===== config.mk =====
export PLATFORM = sky130hd
export DESIGN_NAME = pwt_trigger_ctrl
export DESIGN_NICKNAME = d
export VERILOG_FILES = /design/src/pwt_pkg.sv /design/src/pwt_trigger_ctrl.sv
export SDC_FILE = /design/constraint.sdc
export NUM_CORES = 1
export LEC_CHECK = 0
export ABC_AREA = 0
export BUFFER_PORTS_ARGS = -buffer_cell sky130_fd_sc_hd__buf_2
export CAP_MARGIN = 10
export CORE_MARGIN = 2
export CORE_UTILIZATION = 55
export CTS_CLUSTER_DIAMETER = 80
export DETAILED_ROUTE_END_ITERATION = 16
export GPL_TIMING_DRIVEN = 0
export PLACE_DENSITY = 0.78
export SKIP_CTS_REPAIR_TIMING = 1
export SLEW_MARGIN = 20
export SYNTH_ARGS = -nofsm -noshare
export SYNTH_HDL_FRONTEND = slang
export SYNTH_SLANG_ARGS = --single-unit

===== constraint.sdc =====
create_clock -name ref_clk_in -period 3.6 [get_ports ref_clk_in]
set_input_delay 0.72 -clock ref_clk_in [delete_from_list [all_inputs] [get_ports ref_clk_in]]
set_output_delay 0.72 -clock ref_clk_in [all_outputs]
set_load 0.01 [all_outputs]

===== src/pwt_pkg.sv =====
// shared constants for the waveform trigger and dispatch block
package pwt_pkg;
  localparam logic [15:0] WF_SEL_ADDR     = 16'h7824;
  localparam logic [15:0] IDLE_CS_ADDR    = 16'h7825;
  localparam logic [15:0] DAT_HIGH_ADDR   = 16'h7828;
  localparam logic [15:0] DAT_LTRIG_ADDR  = 16'h7829;
  localparam logic [15:0] DAT_LPEEK_ADDR  = 16'h782a;
  localparam logic [15:0] A_IN_TC_ADDR    = 16'h782c;
  localparam logic [15:0] A_OUT_TC_ADDR   = 16'h782d;
  localparam logic [15:0] A_LAUNCH_ADDR   = 16'h782e;
  localparam logic [15:0] B_LAUNCH_ADDR   = 16'h782f;
  localparam logic [15:0] B_IN_TC_ADDR    = 16'h7830;
  localparam logic [15:0] B_OUT_TC_ADDR   = 16'h7831;
  localparam logic [7:0]  WF_SEL_RESET    = 8'he4;
  localparam logic [7:0]  TC_RESET        = 8'h01;
  localparam int          DONE_BIT        = 7;
  localparam int          FLAG_OR_COUNT_SELECT_BIT        = 7;
  localparam int          SW_IDX_POS      = 6;
  localparam int          SR_IDX_POS      = 4;
  localparam int          FW_IDX_POS      = 2;
  localparam int          FR_IDX_POS      = 0;
  // burst kind, also the index of its count register and flag
  localparam logic [1:0]  KIND_A_IN       = 2'h0;
  localparam logic [1:0]  KIND_A_OUT      = 2'h1;
  localparam logic [1:0]  KIND_B_IN       = 2'h2;
  localparam logic [1:0]  KIND_B_OUT      = 2'h3;
  typedef enum logic [2:0] {
    PWT_IDLE,
    PWT_SGL_RD,
    PWT_SGL_WR,
    PWT_FIFO,
    PWT_GAP
  } pwt_state_t;
endpackage


===== src/pwt_trigger_ctrl.sv =====
// trigger decode, burst sequencing and single-data registers of the waveform engine
//
// Operation
// engine acts as master to slave fifos during its own transactions
// exactly one of four programmable flags is the burst stop flag
// read/write of a or b launch selects a_in, a_out, b_in, b_out flag
// processor reads a fifo launch register to start a fifo read
// processor fills fifo first, then writes its launch register
// every fifo transaction completion is shown on done bit 7; the code sets done only when the whole burst ends
// burst restarts automatically until stop flag or count ends it
// count register bit 7 picks flag or count termination
// each burst type has its own count register
// a_in with select bit 1 repeats reads until stop flag sets
// flag-terminated burst sets done when fifo reaches flag waterline
// index register holds four 2-bit waveform indices per trigger type
// index register resets to 11 10 01 00
// high data register drives high lanes in 16-bit mode only
// write of low trigger register launches single write with that byte
// read of low trigger register launches single read, byte captured there
// peek register is read-only mirror and never triggers
// select bit 0 runs the burst for the lower 7-bit count
// done rising raises engine-complete interrupt when enabled
// trigger registered in one clock, indexed waveform starts, done clears
`timescale 1ns/100ps
module pwt_trigger_ctrl (
  // clock, reset, enable
  input  wire logic        ref_clk_in,
  input  wire logic        nrst_in,
  input  wire logic        clk_en_in,
  // processor register port
  input  wire logic [15:0] reg_addr_in,
  input  wire logic        reg_wr_in,
  input  wire logic        reg_rd_in,
  input  wire logic [7:0]  reg_wdata_in,
  output logic      [7:0]  reg_rdata_out,
  // bus width and interrupt enable
  input  wire logic        wide_mode_in,
  input  wire logic        done_irq_en_in,
  output logic             done_irq_out,
  // slave fifo programmable flags
  input  wire logic        a_in_prog_flag_in,
  input  wire logic        a_out_prog_flag_in,
  input  wire logic        b_in_prog_flag_in,
  input  wire logic        b_out_prog_flag_in,
  // waveform executor handshake
  output logic             wave_start_out,
  output logic      [1:0]  wave_index_out,
  output logic             wave_is_fifo_out,
  output logic             wave_is_write_out,
  output logic             fifo_sel_b_out,
  output logic             burst_stop_flag_out,
  input  wire logic        wave_done_in,
  // single transaction data lanes
  output logic      [7:0]  data_bus_low_lanes_out,
  output logic      [7:0]  data_bus_high_lanes_out,
  input  wire logic [7:0]  data_bus_low_lanes_in,
  input  wire logic [7:0]  data_bus_high_lanes_in
);
  import pwt_pkg::*;

  logic       rst_s1_ff, rst_n_ff;
  logic [7:0] wf_sel_ff;
  logic [7:0] tc_ff [4];
  logic [7:0] dat_high_ff, dat_low_ff;
  logic       done_ff, done_d_ff;
  logic [1:0] kind_ff;
  logic [6:0] left_ff;
  logic       start_ff;
  logic [1:0] idx_ff;
  logic       is_fifo_ff, is_wr_ff;
  pwt_state_t state_ff, nxt_state;
  logic [7:0] rdata_ff;

  function automatic logic [1:0] idx_of(input logic [7:0] sel, input int pos);
    idx_of = sel[pos +: 2];
  endfunction

  // register address match, shared by every strobe decode except the count register writes
  function automatic logic reg_hit(input logic [15:0] addr, input logic [15:0] want);
    reg_hit = (addr == want);
  endfunction

  // reset release through two flops
  always_ff @(posedge ref_clk_in or negedge nrst_in) begin
    if (!nrst_in) begin
      rst_s1_ff <= 1'b0;
      rst_n_ff  <= 1'b0;
    end else begin
      rst_s1_ff <= 1'b1;
      rst_n_ff  <= rst_s1_ff;
    end
  end

  logic is_idle, wr_wf, wr_hi, wr_lt, rd_lt, wr_a, rd_a, wr_b, rd_b, rd_capture;
  // launches need an idle engine; configuration writes are taken at any time
  assign is_idle = (state_ff == PWT_IDLE) && clk_en_in;
  assign wr_wf   = clk_en_in && reg_wr_in && reg_hit(reg_addr_in, WF_SEL_ADDR);
  assign wr_hi   = clk_en_in && reg_wr_in && reg_hit(reg_addr_in, DAT_HIGH_ADDR);
  assign wr_lt   = is_idle && reg_wr_in && reg_hit(reg_addr_in, DAT_LTRIG_ADDR);
  assign rd_lt   = is_idle && reg_rd_in && reg_hit(reg_addr_in, DAT_LTRIG_ADDR);
  assign wr_a    = is_idle && reg_wr_in && reg_hit(reg_addr_in, A_LAUNCH_ADDR);
  assign rd_a    = is_idle && reg_rd_in && reg_hit(reg_addr_in, A_LAUNCH_ADDR);
  assign wr_b    = is_idle && reg_wr_in && reg_hit(reg_addr_in, B_LAUNCH_ADDR);
  assign rd_b    = is_idle && reg_rd_in && reg_hit(reg_addr_in, B_LAUNCH_ADDR);
  // a single read ends with the executor's done pulse, lanes are valid then
  assign rd_capture = (state_ff == PWT_SGL_RD) && wave_done_in;

  logic fifo_trig, sgl_trig;
  logic [1:0] trig_kind;
  assign fifo_trig = wr_a || rd_a || wr_b || rd_b;
  assign sgl_trig  = wr_lt || rd_lt;
  // read launches are inbound kinds, writes outbound, b kinds sit above a
  assign trig_kind = {wr_b || rd_b, wr_a || wr_b};

  // burst stop flag chosen by the kind of the launching access
  always_comb begin
    case (kind_ff)
      KIND_A_IN:  burst_stop_flag_out = a_in_prog_flag_in;
      KIND_A_OUT: burst_stop_flag_out = a_out_prog_flag_in;
      KIND_B_IN:  burst_stop_flag_out = b_in_prog_flag_in;
      KIND_B_OUT: burst_stop_flag_out = b_out_prog_flag_in;
      default:    burst_stop_flag_out = 1'b0;
    endcase
  end

  logic use_flag, burst_over;
  assign use_flag   = tc_ff[kind_ff][FLAG_OR_COUNT_SELECT_BIT];
  // flag mode ends on the flag; count mode ends when remaining is one or zero
  assign burst_over = use_flag ? burst_stop_flag_out
                               : (left_ff <= 7'h01);

  always_comb begin
    nxt_state = state_ff;
    case (state_ff)
      PWT_IDLE: begin
        if (fifo_trig)
          nxt_state = PWT_FIFO;
        else if (rd_lt)
          nxt_state = PWT_SGL_RD;
        else if (wr_lt)
          nxt_state = PWT_SGL_WR;
      end
      PWT_SGL_RD, PWT_SGL_WR: begin
        if (wave_done_in)
          nxt_state = PWT_IDLE;
      end
      PWT_FIFO: begin
        if (wave_done_in)
          nxt_state = burst_over ? PWT_IDLE : PWT_GAP;
      end
      PWT_GAP:  nxt_state = PWT_FIFO;
      default:  nxt_state = PWT_IDLE;
    endcase
  end

  always_ff @(posedge ref_clk_in or negedge rst_n_ff) begin
    if (!rst_n_ff)
      state_ff <= PWT_IDLE;
    else if (clk_en_in)
      state_ff <= nxt_state;
  end

  // waveform launch: one pulse per transaction, index from the select register
  always_ff @(posedge ref_clk_in or negedge rst_n_ff) begin
    if (!rst_n_ff) begin
      start_ff   <= 1'b0;
      idx_ff     <= 2'h0;
      is_fifo_ff <= 1'b0;
      is_wr_ff   <= 1'b0;
    end else if (clk_en_in) begin
      start_ff <= 1'b0;
      if (fifo_trig) begin
        start_ff   <= 1'b1;
        is_fifo_ff <= 1'b1;
        is_wr_ff   <= trig_kind[0];
        idx_ff     <= trig_kind[0] ? idx_of(wf_sel_ff, FW_IDX_POS)
                                   : idx_of(wf_sel_ff, FR_IDX_POS);
      end else if (sgl_trig) begin
        start_ff   <= 1'b1;
        is_fifo_ff <= 1'b0;
        is_wr_ff   <= wr_lt;
        idx_ff     <= wr_lt ? idx_of(wf_sel_ff, SW_IDX_POS)
                            : idx_of(wf_sel_ff, SR_IDX_POS);
      end else if (state_ff == PWT_GAP) begin
        start_ff <= 1'b1;
      end
    end
  end

  // burst kind and remaining count
  // the count is loaded at launch, but a later count write still changes the bit 7 flag or count select of the running burst
  always_ff @(posedge ref_clk_in or negedge rst_n_ff) begin
    if (!rst_n_ff) begin
      kind_ff <= KIND_A_IN;
      left_ff <= 7'h01;
    end else if (clk_en_in) begin
      if (fifo_trig) begin
        kind_ff <= trig_kind;
        left_ff <= tc_ff[trig_kind][6:0];
      end else if (state_ff == PWT_FIFO && wave_done_in && left_ff != 7'h00) begin
        left_ff <= left_ff - 7'h01;
      end
    end
  end

  // done bit: clears on launch, sets when the whole transaction or burst ends
  always_ff @(posedge ref_clk_in or negedge rst_n_ff) begin
    if (!rst_n_ff) begin
      done_ff   <= 1'b1;
      done_d_ff <= 1'b1;
    end else if (clk_en_in) begin
      done_d_ff <= done_ff;
      if (fifo_trig || sgl_trig)
        done_ff <= 1'b0;
      else if (state_ff != PWT_IDLE && nxt_state == PWT_IDLE)
        done_ff <= 1'b1;
    end
  end

  assign done_irq_out = done_irq_en_in && done_ff && !done_d_ff;

  // waveform index select
  always_ff @(posedge ref_clk_in or negedge rst_n_ff) begin
    if (!rst_n_ff)
      wf_sel_ff <= WF_SEL_RESET;
    else if (wr_wf)
      wf_sel_ff <= reg_wdata_in;
  end

  // transaction count registers
  // one register per burst kind, indexed by the kind code
  always_ff @(posedge ref_clk_in or negedge rst_n_ff) begin
    if (!rst_n_ff) begin
      for (int i = 0; i < 4; i++)
        tc_ff[i] <= TC_RESET;
    end else if (clk_en_in && reg_wr_in) begin
      case (reg_addr_in)
        A_IN_TC_ADDR:  tc_ff[KIND_A_IN] <= reg_wdata_in;
        A_OUT_TC_ADDR: tc_ff[KIND_A_OUT] <= reg_wdata_in;
        B_IN_TC_ADDR:  tc_ff[KIND_B_IN] <= reg_wdata_in;
        B_OUT_TC_ADDR: tc_ff[KIND_B_OUT] <= reg_wdata_in;
        default:       ;
      endcase
    end
  end

  // high single data: processor write, or upper lanes of a wide single read
  always_ff @(posedge ref_clk_in or negedge rst_n_ff) begin
    if (!rst_n_ff) begin
      dat_high_ff <= 8'h00;
    end else if (clk_en_in) begin
      if (rd_capture && wide_mode_in)
        dat_high_ff <= data_bus_high_lanes_in;
      else if (wr_hi)
        dat_high_ff <= reg_wdata_in;
    end
  end

  // low single data: byte to send, or byte captured by a single read
  always_ff @(posedge ref_clk_in or negedge rst_n_ff) begin
    if (!rst_n_ff) begin
      dat_low_ff <= 8'h00;
    end else if (clk_en_in) begin
      if (rd_capture)
        dat_low_ff <= data_bus_low_lanes_in;
      else if (wr_lt)
        dat_low_ff <= reg_wdata_in;
    end
  end

  assign data_bus_low_lanes_out  = dat_low_ff;
  assign data_bus_high_lanes_out = wide_mode_in ? dat_high_ff : 8'h00;

  // read mux: unmapped addresses and the launch registers read as zero
  logic [7:0] nxt_rdata;
  always_comb begin
    case (reg_addr_in)
      WF_SEL_ADDR:    nxt_rdata = wf_sel_ff;
      IDLE_CS_ADDR:   nxt_rdata = {done_ff, 7'h00};
      DAT_HIGH_ADDR:  nxt_rdata = dat_high_ff;
      DAT_LTRIG_ADDR: nxt_rdata = dat_low_ff;
      DAT_LPEEK_ADDR: nxt_rdata = dat_low_ff;
      A_IN_TC_ADDR:   nxt_rdata = tc_ff[KIND_A_IN];
      A_OUT_TC_ADDR:  nxt_rdata = tc_ff[KIND_A_OUT];
      B_IN_TC_ADDR:   nxt_rdata = tc_ff[KIND_B_IN];
      B_OUT_TC_ADDR:  nxt_rdata = tc_ff[KIND_B_OUT];
      default:        nxt_rdata = 8'h00;
    endcase
  end

  // read data registered one cycle after the read strobe
  always_ff @(posedge ref_clk_in or negedge rst_n_ff) begin
    if (!rst_n_ff)
      rdata_ff <= 8'h00;
    else if (clk_en_in && reg_rd_in)
      rdata_ff <= nxt_rdata;
  end

  assign reg_rdata_out     = rdata_ff;
  assign wave_start_out    = start_ff;
  assign wave_index_out    = idx_ff;
  assign wave_is_fifo_out  = is_fifo_ff;
  assign wave_is_write_out = is_wr_ff;
  assign fifo_sel_b_out    = kind_ff[1];
endmodule


* After elaboration in Yosys (flattened, before gate mapping)
Cells that the tools add are included.
** Word-level totals
- Bits in registers :: 85
- Latch bits :: 0
- Memory bits (writable) :: 0
- Memory bits (read-only) :: 0
- Input port bits :: 52
- Output and inout port bits :: 32
- Memories kept :: 0
** Operators by class
- Add/subtract/negate cells :: 1
- Multipliers :: 0
- Divide/modulo/power cells :: 0
- Order comparisons :: 3
- Equality and inequality tests :: 18
- Shifts and indexed selects :: 0
- Muxes and demuxes :: 36
- Bitwise operators :: 2
- Reductions and logical operators :: 50
** Operator list (number)
- $eq 16x15->1 const B :: 11
- $pmux 8 s8 :: 1
- $mux 8 :: 7
- $bmux 8 s2 :: 2
- $mux 7 :: 4
- $logic_and 1x1->1 :: 20
- $reduce_and 2->1 :: 10
- $mux 3 :: 6
- $pmux 3 s4 :: 1
- $mux 1 :: 10
- $reduce_bool 2->1 :: 5
- $mux 2 :: 4
- $le 7x1->1 const B :: 1
- $logic_or 1x1->1 :: 7
- $reduce_bool 7->1 :: 1
- $sub 7x1->7 const B :: 1
- $eq 3x2->1 const B :: 2
- $ge 3x3->1 const B :: 2
- $logic_not 3->1 :: 2
- $not 2->3 :: 2
- $eq 2x2->1 const B :: 2
- $pmux 1 s4 :: 1
- $reduce_or 2->1 :: 2
- $eq 3x1->1 const B :: 1
- 5 further kinds :: 5

* Longest topological paths before layout
Gate-level depths: netlist of run 1.
- Word-level depth :: 13
- Gate-level depth with buffers :: 8

* Worst setup path after synthesis of run 1
OpenSTA, ideal clock, no wires.
- Path type :: in2reg
- From :: input reg_addr_in[9]
- To :: register tc_ff[1] in the netlist's numbering
- Setup time :: 0.125 ns
- Arrival :: 2.645 ns
- Setup slack :: 0.830 ns
- Cell stages on the path :: 5
- Cell sequence :: or4b_4 > or2_1 > or4_1 > nor2_2 > mux2_2
** On the way
- Word-level cells in the longest chain between the ends :: 2
** RTL lines
- start: declaration :: RTL line pwt_trigger_ctrl.sv:31 : input wire logic [15:0] reg_addr_in,
- $eq 16x15->1 :: RTL line pwt_trigger_ctrl.sv:237 : case (reg_addr_in)
- $reduce_and 2->1 (no line)
- end signal: indexed assignment :: RTL line pwt_trigger_ctrl.sv:238 : A_IN_TC_ADDR: tc_ff[KIND_A_IN] <= reg_wdata_in;
- end signal: indexed assignment :: RTL line pwt_trigger_ctrl.sv:239 : A_OUT_TC_ADDR: tc_ff[KIND_A_OUT] <= reg_wdata_in;
- end signal: indexed assignment :: RTL line pwt_trigger_ctrl.sv:240 : B_IN_TC_ADDR: tc_ff[KIND_B_IN] <= reg_wdata_in;
- end: declaration :: RTL line pwt_trigger_ctrl.sv:63 : logic [7:0] tc_ff [4];
No other way between the ends.
A chain may end at the register's enable or synchronous reset.

* Worst setup path in the final report of run 1
- From :: register state_ff[2]
- To :: register dat_high_ff[7]
** On the way
- Word-level cells in the longest chain between the ends :: 5
** RTL lines
- start: declaration :: RTL line pwt_trigger_ctrl.sv:71 : pwt_state_t state_ff, nxt_state;
- start signal: assignment :: RTL line pwt_trigger_ctrl.sv:160 : state_ff <= nxt_state;
- $eq 3x1->1 (*) :: RTL line pwt_trigger_ctrl.sv:106 : assign rd_capture = (state_ff == PWT_SGL_RD) && wave_done_in;
- $logic_and 1x1->1 (*) :: RTL line pwt_trigger_ctrl.sv:106
- $logic_and 1x1->1 (*) :: RTL line pwt_trigger_ctrl.sv:252 : if (rd_capture && wide_mode_in)
- $reduce_bool 2->1 (no line)
- $reduce_and 2->1 (no line)
- end signal: assignment :: RTL line pwt_trigger_ctrl.sv:253 : dat_high_ff <= data_bus_high_lanes_in;
- end signal: assignment :: RTL line pwt_trigger_ctrl.sv:255 : dat_high_ff <= reg_wdata_in;
- end: declaration :: RTL line pwt_trigger_ctrl.sv:64 : logic [7:0] dat_high_ff, dat_low_ff;
Mark *: on every way between the ends. The rest lies on a longest branch, timed or not.

==> impl_metrics.py, run 1 <==
metrics = {
    "die": {
        "dieHeight_um": 97.1,
        "floorplan.rows": 33,
        "start_util": 0.574,
        "die_width_um": 97.1,
        "io_pins": 84,
        "die_area_sq_um": 9420,
        "core_area_sq_um": 8300,
    },
    "yosys": {
        "synth_fp_nets": 502,
        "ys_types": 58,
        "yosysSeqAreaShare": 0.450,
        "ys_ff_latch": 85,
        "yosys_warnings": 0,
        "syn_avg_cell_area_sq_um": 10.6,
        "postSynthCellCount": 448,
        "yosysTopAreaCell": "dfrtp_1",
        "synth_edf_count": 0,
        "synth_top_area_frac": 0.389,
        "ys.flop_type": "dfrtp_1",
        "synth_area_sq_um": 4760,
        "synth_common_cells": "74 x dfrtp_1, 61 x mux2_2, 60 x nand2_1, 20 x mux2i_1, 20 x o21ai_0",
        "yosysMostFrequentCell": "dfrtp_1",
        "ys_top_cells_by_area": "dfrtp_1 39%, mux2_2 14%, dfstp_2 6.1%",
        "async_reset_ff_frac": 1.00,
    },
    "detailed_routing": {
        "routed_wl_um": 12300,
        "dr.pass1.iters": 8,
        "vias": 3946,
        "top_layer": "met4",
        "met3_wirelength_um": 898,
        "wire_per_inst_um": 18.8,
        "drt_iter0_drc": 363,
        "drtAntennaViolNets": 0,
        "post_drt_via_cell_ratio": 6.05,
        "drcViolationCount": 0,
        "wl_met1_um": 5460,
        "wl_met2_um": 5720,
    },
    "power_and_ir_drop": {
        "switching_share": 0.264,
        "power_switching_uw": 459,
        "internal-power_mw": 1.28,
        "p_leak_nw": 2.54,
        "combPwrFrac": 0.089,
        "power_mw": 1.74,
        "seq_power_share": 0.564,
        "ir_drop_uv": 170,
        "p_per_area_nw_per_um2": 315,
        "clkPwrFrac": 0.347,
    },
    "grt": {
        "grt_antenna_before_repair": 0,
        "grt_max_degree": 53,
        "grt_overflow": 0,
        "track_usage": 0.269,
        "grt_pass1_wl_um": 20100,
        "grt_pass1_vias": 3876,
    },
    "setup_path": {
        "cp.arrival_ns": 3.15,
        "cp.required_ns": 3.85,
        "end_kind": "register",
        "start_kind": "register",
        "crit_type": "reg -> reg",
        "worst-path-max-fanout": 10,
    },
    "layout": {
        "drive_gt1_frac": 0.369,
        "num-nets-final": 596,
        "ff_latch_area_sq_um": 2140,
        "antenna_cells": 0,
        "fillCellCount": 674,
        "multi_input_area_sq_um": 2480,
        "fin_cells": 652,
        "syn2layout_area_growth_pct": 16.1,
    },
    "sta": {
        "slew_headroom": 0.343,
        "maxSlewViolCount": 0,
        "setup_viol": 0,
        "hold_ws_ns": 0.132,
        "min_period_ns": 2.90,
        "fmax_ghz": 0.345,
        "skew_ns": 0.0116,
        "fin_crit_sh": 0.806,
        "hold_viol": 0,
        "fin_tns_setup_ns": 0,
        "rsz0062_at_grt": "false",
        "worst_pin_slew_ns": 0.985,
    },
    "place": {
        "dp_hpwl_um": 9410,
        "placedCellCount": 636,
        "place.gp.congestion": 0.899,
        "io_buffer_count": 82,
    },
    "clocking": {
        "path_clk_slew_ns": 0.09,
        "tritoncts": "built",
        "clk_latency_ns": 0.36,
        "cts_buffers": 9,
        "cts_root_buffer": "clkbuf_8",
        "clk_path_buf_depth": 2,
        "htreeDepth": 3,
        "clkSinkCount": 85,
    },
    "hold_path": {
        "hold_class": "in -> async",
    },
    "run_status": {
        "status": "finished clean",
    },
    "job": {
        "drv_cap": 0,
    },
}
==> kinds of logic (layout without fill, tap and decap cells) <==
group           after synthesis  count (layout)  share of synthesized area
other cells                   1               1                   0.000787
compound gates               78              78                      0.119
fa+ha+maj                     2               2                    0.00525
flops                        85              85                      0.450
xor+xnor                      6               6                     0.0110
mux                          84              84                      0.200
simple gates                154             154                      0.179
buf+inv                      38             137                     0.0347
==> final timing paths <==
check                      depth (start not counted)                     from                               endpoint  slack (ns)
setup reg to reg                                   6  state_ff[2]$_DFFE_PN0P_             dat_high_ff[7]$_DFFE_PN0P_        0.70
min in group ref_clk_in                            0      rst_s1_ff$_DFF_PN0_                     rst_n_ff$_DFF_PN0_        0.36
hold reg to reg                                    0       rst_n_ff$_DFF_PN0_  data_bus_low_lanes_out[7]$_DFFE_PN0P_        0.27
hold / removal                                     1                  nrst_in                    rst_s1_ff$_DFF_PN0_        0.13
max in group asynchronous                          1       rst_n_ff$_DFF_PN0_                  done_d_ff$_DFFE_PN1P_        2.68
setup / recovery                                   6  state_ff[2]$_DFFE_PN0P_             dat_high_ff[7]$_DFFE_PN0P_        0.70
==> registers in the layout, indices dropped and copies added, names as in the netlist <==
| name | count |
|---|---|
| left_ff | 7 |
| tc_ff | 32 |
| rst_s1_ff | 1 |
| wave_is_fifo_out | 1 |
| dat_high_ff | 8 |
| reg_rdata_out | 8 |
| wave_is_write_out | 1 |
| rst_n_ff | 1 |
| state_ff | 3 |
| kind_ff | 2 |
| done_d_ff | 1 |
| wf_sel_ff | 8 |
| data_bus_low_lanes_out | 8 |
| wave_start_out | 1 |
| done_ff | 1 |
| wave_index_out | 2 |
==> layer usage <==
layer,vias to the layer above,global-route usage
met5,-,0
met4,0,0.0899
met3,20,0.0540
met2,158,0.425
met1,1929,0.375
li1,1839,-
==> worst max-delay path: stages (launching register included) <==
cell	delay (ns)
dfrtp_1	0.47
nor3_1	0.22
buf_1	0.76
nand2_1	0.47
a21bo_2	0.31
clkbuf_1	0.23
mux2_2	0.33
==> final cells by class <==
| class | count | share of cell area |
|---|---|---|
| repair buffers | 83 | 0.0792 |
| plain buffers | 21 | 0.0183 |
| multi-input cells | 325 | 0.449 |
| inverters | 17 | 0.0115 |
| clock inverters | 5 | 0.00656 |
| clock buffers | 11 | 0.0238 |
| flip-flops and latches | 85 | 0.388 |
| well taps | 105 | 0.0238 |
==> cells in the final DEF (no fill, tap or decap), types with 4 or more instances in the layout <==
| cell | n |
|---|---|
| a22oi_1 | 6 |
| clkbuf_8 | 9 |
| a222oi_1 | 7 |
| inv_1 | 17 |
| nor4_1 | 5 |
| clkbuf_1 | 12 |
| dfrtp_1 | 73 |
| mux2i_1 | 20 |
| a21oi_1 | 7 |
| nand2_1 | 60 |
| buf_2 | 88 |
| mux2_2 | 61 |
| o2111a_1 | 7 |
| nand3_1 | 7 |
| xnor2_1 | 6 |
| nor3_1 | 9 |
| dfstp_2 | 11 |
| nor4_2 | 7 |
| or4_1 | 4 |
| nor2_1 | 12 |
| a211oi_1 | 6 |
| o21ai_0 | 20 |
| and2_1 | 8 |
| nand2b_1 | 17 |
| o21ai_1 | 6 |
==> through the flow <==
step / setup slack [ns] / util / area (sq um)
6_report: 0.700 / 0.666 / 5530
5_1_grt: 0.563 / 0.666 / 5530
4_1_cts: 0.620 / 0.664 / 5510
3_5_place_dp: 0.246 / 0.644 / 5340
3_3_place_gp: 0.190 / 0.639 / 5300
2_1_floorplan: 0.830 / - / 4760
==> power by group through the flow <==
stage | registers, mW | logic, mW | clock network [mW]
final | 0.982 | 0.154 | 0.605
after global routing | 0.986 | 0.170 | 0.657
after CTS | 0.983 | 0.153 | 0.609
after detailed placement | 1.00 | 0.153 | 0
after global placement | 1.01 | 0.133 | 0
after floorplan | 1.01 | 0.0686 | 0
(Power assumes the default switching activity.)
==> run 2, diff against run 1 <==
- CORE_UTILIZATION: 55 -> 51
- PLACE_DENSITY: 0.78 -> 0.76
- clock period: 3.6 -> 2.6 ns (I/O delays scaled with it)
==> impl_metrics.py, run 2 (synthesized netlist as in run 1, its figures left out) <==
metrics = {
    "layout": {
        "num-nets-final": 597,
        "layout_commonest_cell": "buf_2",
        "final_cell_mix": "88 x buf_2, 73 x dfrtp_1, 61 x mux2_2",
        "top_register": "tc_ff",
        "syn2layout_area_growth_pct": 18.3,
        "antenna_cells": 0,
        "fin_cells": 659,
        "largest_reg_flops": 32,
        "drive_gt1_frac": 0.374,
    },
    "die": {
        "core_area_sq_um": 9150,
        "floorplan.rows": 35,
        "start_util": 0.520,
        "die_width_um": 101,
        "io_pins": 84,
        "dieHeight_um": 101,
        "die_area_sq_um": 10100,
    },
    "setup_path": {
        "r2r_slack_ns": 0.13,
        "reg2reg_depth": 6,
        "start_kind": "primary input",
        "cp.arrival_ns": 2.76,
        "cp.required_ns": 2.84,
        "critPathLaunch": "reg_addr_in[9]",
        "reg2reg_from": "state_ff[2]$_DFFE_PN0P_",
        "crit_type": "in -> reg",
        "reg2reg_to": "wave_index_out[0]$_DFFE_PN0P_",
        "worst-path-max-fanout": 10,
        "end_kind": "register",
    },
    "detailed_routing": {
        "wire_per_inst_um": 18.7,
        "routed_wl_um": 12300,
        "drt_iter0_drc": 253,
        "vias": 3967,
        "drtAntennaViolNets": 0,
        "post_drt_via_cell_ratio": 6.02,
        "drcViolationCount": 0,
        "dr.pass1.iters": 5,
    },
    "power_and_ir_drop": {
        "p_leak_nw": 2.61,
        "power_mw": 2.60,
        "ir_drop_uv": 304,
        "p_per_area_nw_per_um2": 461,
    },
    "grt": {
        "track_usage": 0.258,
        "grt_pass1_wl_um": 20200,
        "grt_antenna_before_repair": 0,
        "grt_overflow": 0,
        "grt_pass1_vias": 3878,
        "grt_max_degree": 50,
    },
    "sta": {
        "worst_pin_slew_ns": 0.944,
        "maxSlewViolCount": 0,
        "slew_headroom": 0.366,
        "skew_ns": 0.0110,
        "min_period_ns": 2.52,
        "fmax_ghz": 0.397,
        "hold_viol": 0,
        "rsz0062_at_grt": "false",
        "fin_crit_sh": 0.969,
        "setup_viol": 0,
    },
    "clocking": {
        "path_clk_slew_ns": 0.08,
        "cts_buffers": 9,
        "cts_root_buffer": "clkbuf_8",
        "tritoncts": "built",
        "clk_latency_ns": 0.36,
        "htreeDepth": 3,
        "clk_path_buf_depth": 2,
        "clkSinkCount": 85,
    },
    "place": {
        "dp_hpwl_um": 9330,
        "io_buffer_count": 82,
        "placedCellCount": 642,
        "place.gp.congestion": 0.869,
    },
    "hold_path": {
        "hold_class": "reg -> async",
    },
    "run_status": {
        "status": "finished clean",
    },
    "job": {
        "drv_cap": 0,
    },
}
==> run 2: worst max path at each step <==
| stage | slack, ns | endpoint |
|---|---|---|
| finish | 0.08 | data_bus_low_lanes_out[7]$_DFFE_PN0P_ |
| global route | 0.002 | data_bus_low_lanes_out[7]$_DFFE_PN0P_ |
| CTS | -0.21 | dat_high_ff[5]$_DFFE_PN0P_ |
| detailed placement | -0.57 | reg_rdata_out[3]$_DFFE_PN0P_ |
| global placement | -0.81 | reg_rdata_out[6]$_DFFE_PN0P_ |
| floorplan | 0.03 | tc_ff[1]$_DFFE_PN0P_ |
==> run 2: cell type report <==
class,instances,area [sq um]
Fill cell,818,3520
Multi-Input combinational cell,325,2520
Sequential cell,85,2140
Timing Repair Buffer,84,448
Tap cell,111,139
Clock buffer,10,128
Buffer,21,103
Clock inverter,6,88.8
Inverter,17,63.8
==> run 2: where the power goes <==
part           internal [mW]  switching, mW
Clock                  0.541          0.480
Sequential              1.34         0.0227
Combinational         0.0878          0.127
==> run 2: per-layer routing <==
metal / up-vias / track usage / share of wire
met1: 1936 / 0.372 / 0.45
met4: 0 / 0.100 / 0.024
met5: - / 0 / 0
met2: 162 / 0.394 / 0.46
li1: 1846 / - / -
met3: 23 / 0.0388 / 0.074
==> run 2: critical path: stages <==
cell	delay (ns)
buf_2	0.09
or4b_4	0.53
buf_6	0.17
or4_4	0.55
nor3_4	0.26
o21ai_2	0.28
mux2_2	0.35
==> run 2: per-stage QoR <==
step	hold slack, ns	TNS [ns]	utilization	worst slack [ns]	area, sq um
6_report	0.299	0	0.615	0.0801	5630
5_1_grt	0.347	0	0.615	0.00191	5630
4_1_cts	-0.0753	-3.00	0.608	-0.214	5570
3_5_place_dp	0.309	-15.99	0.584	-0.572	5350
3_3_place_gp	0.307	-73.02	0.580	-0.814	5310
2_1_floorplan	0.224	0	-	0.0304	4760
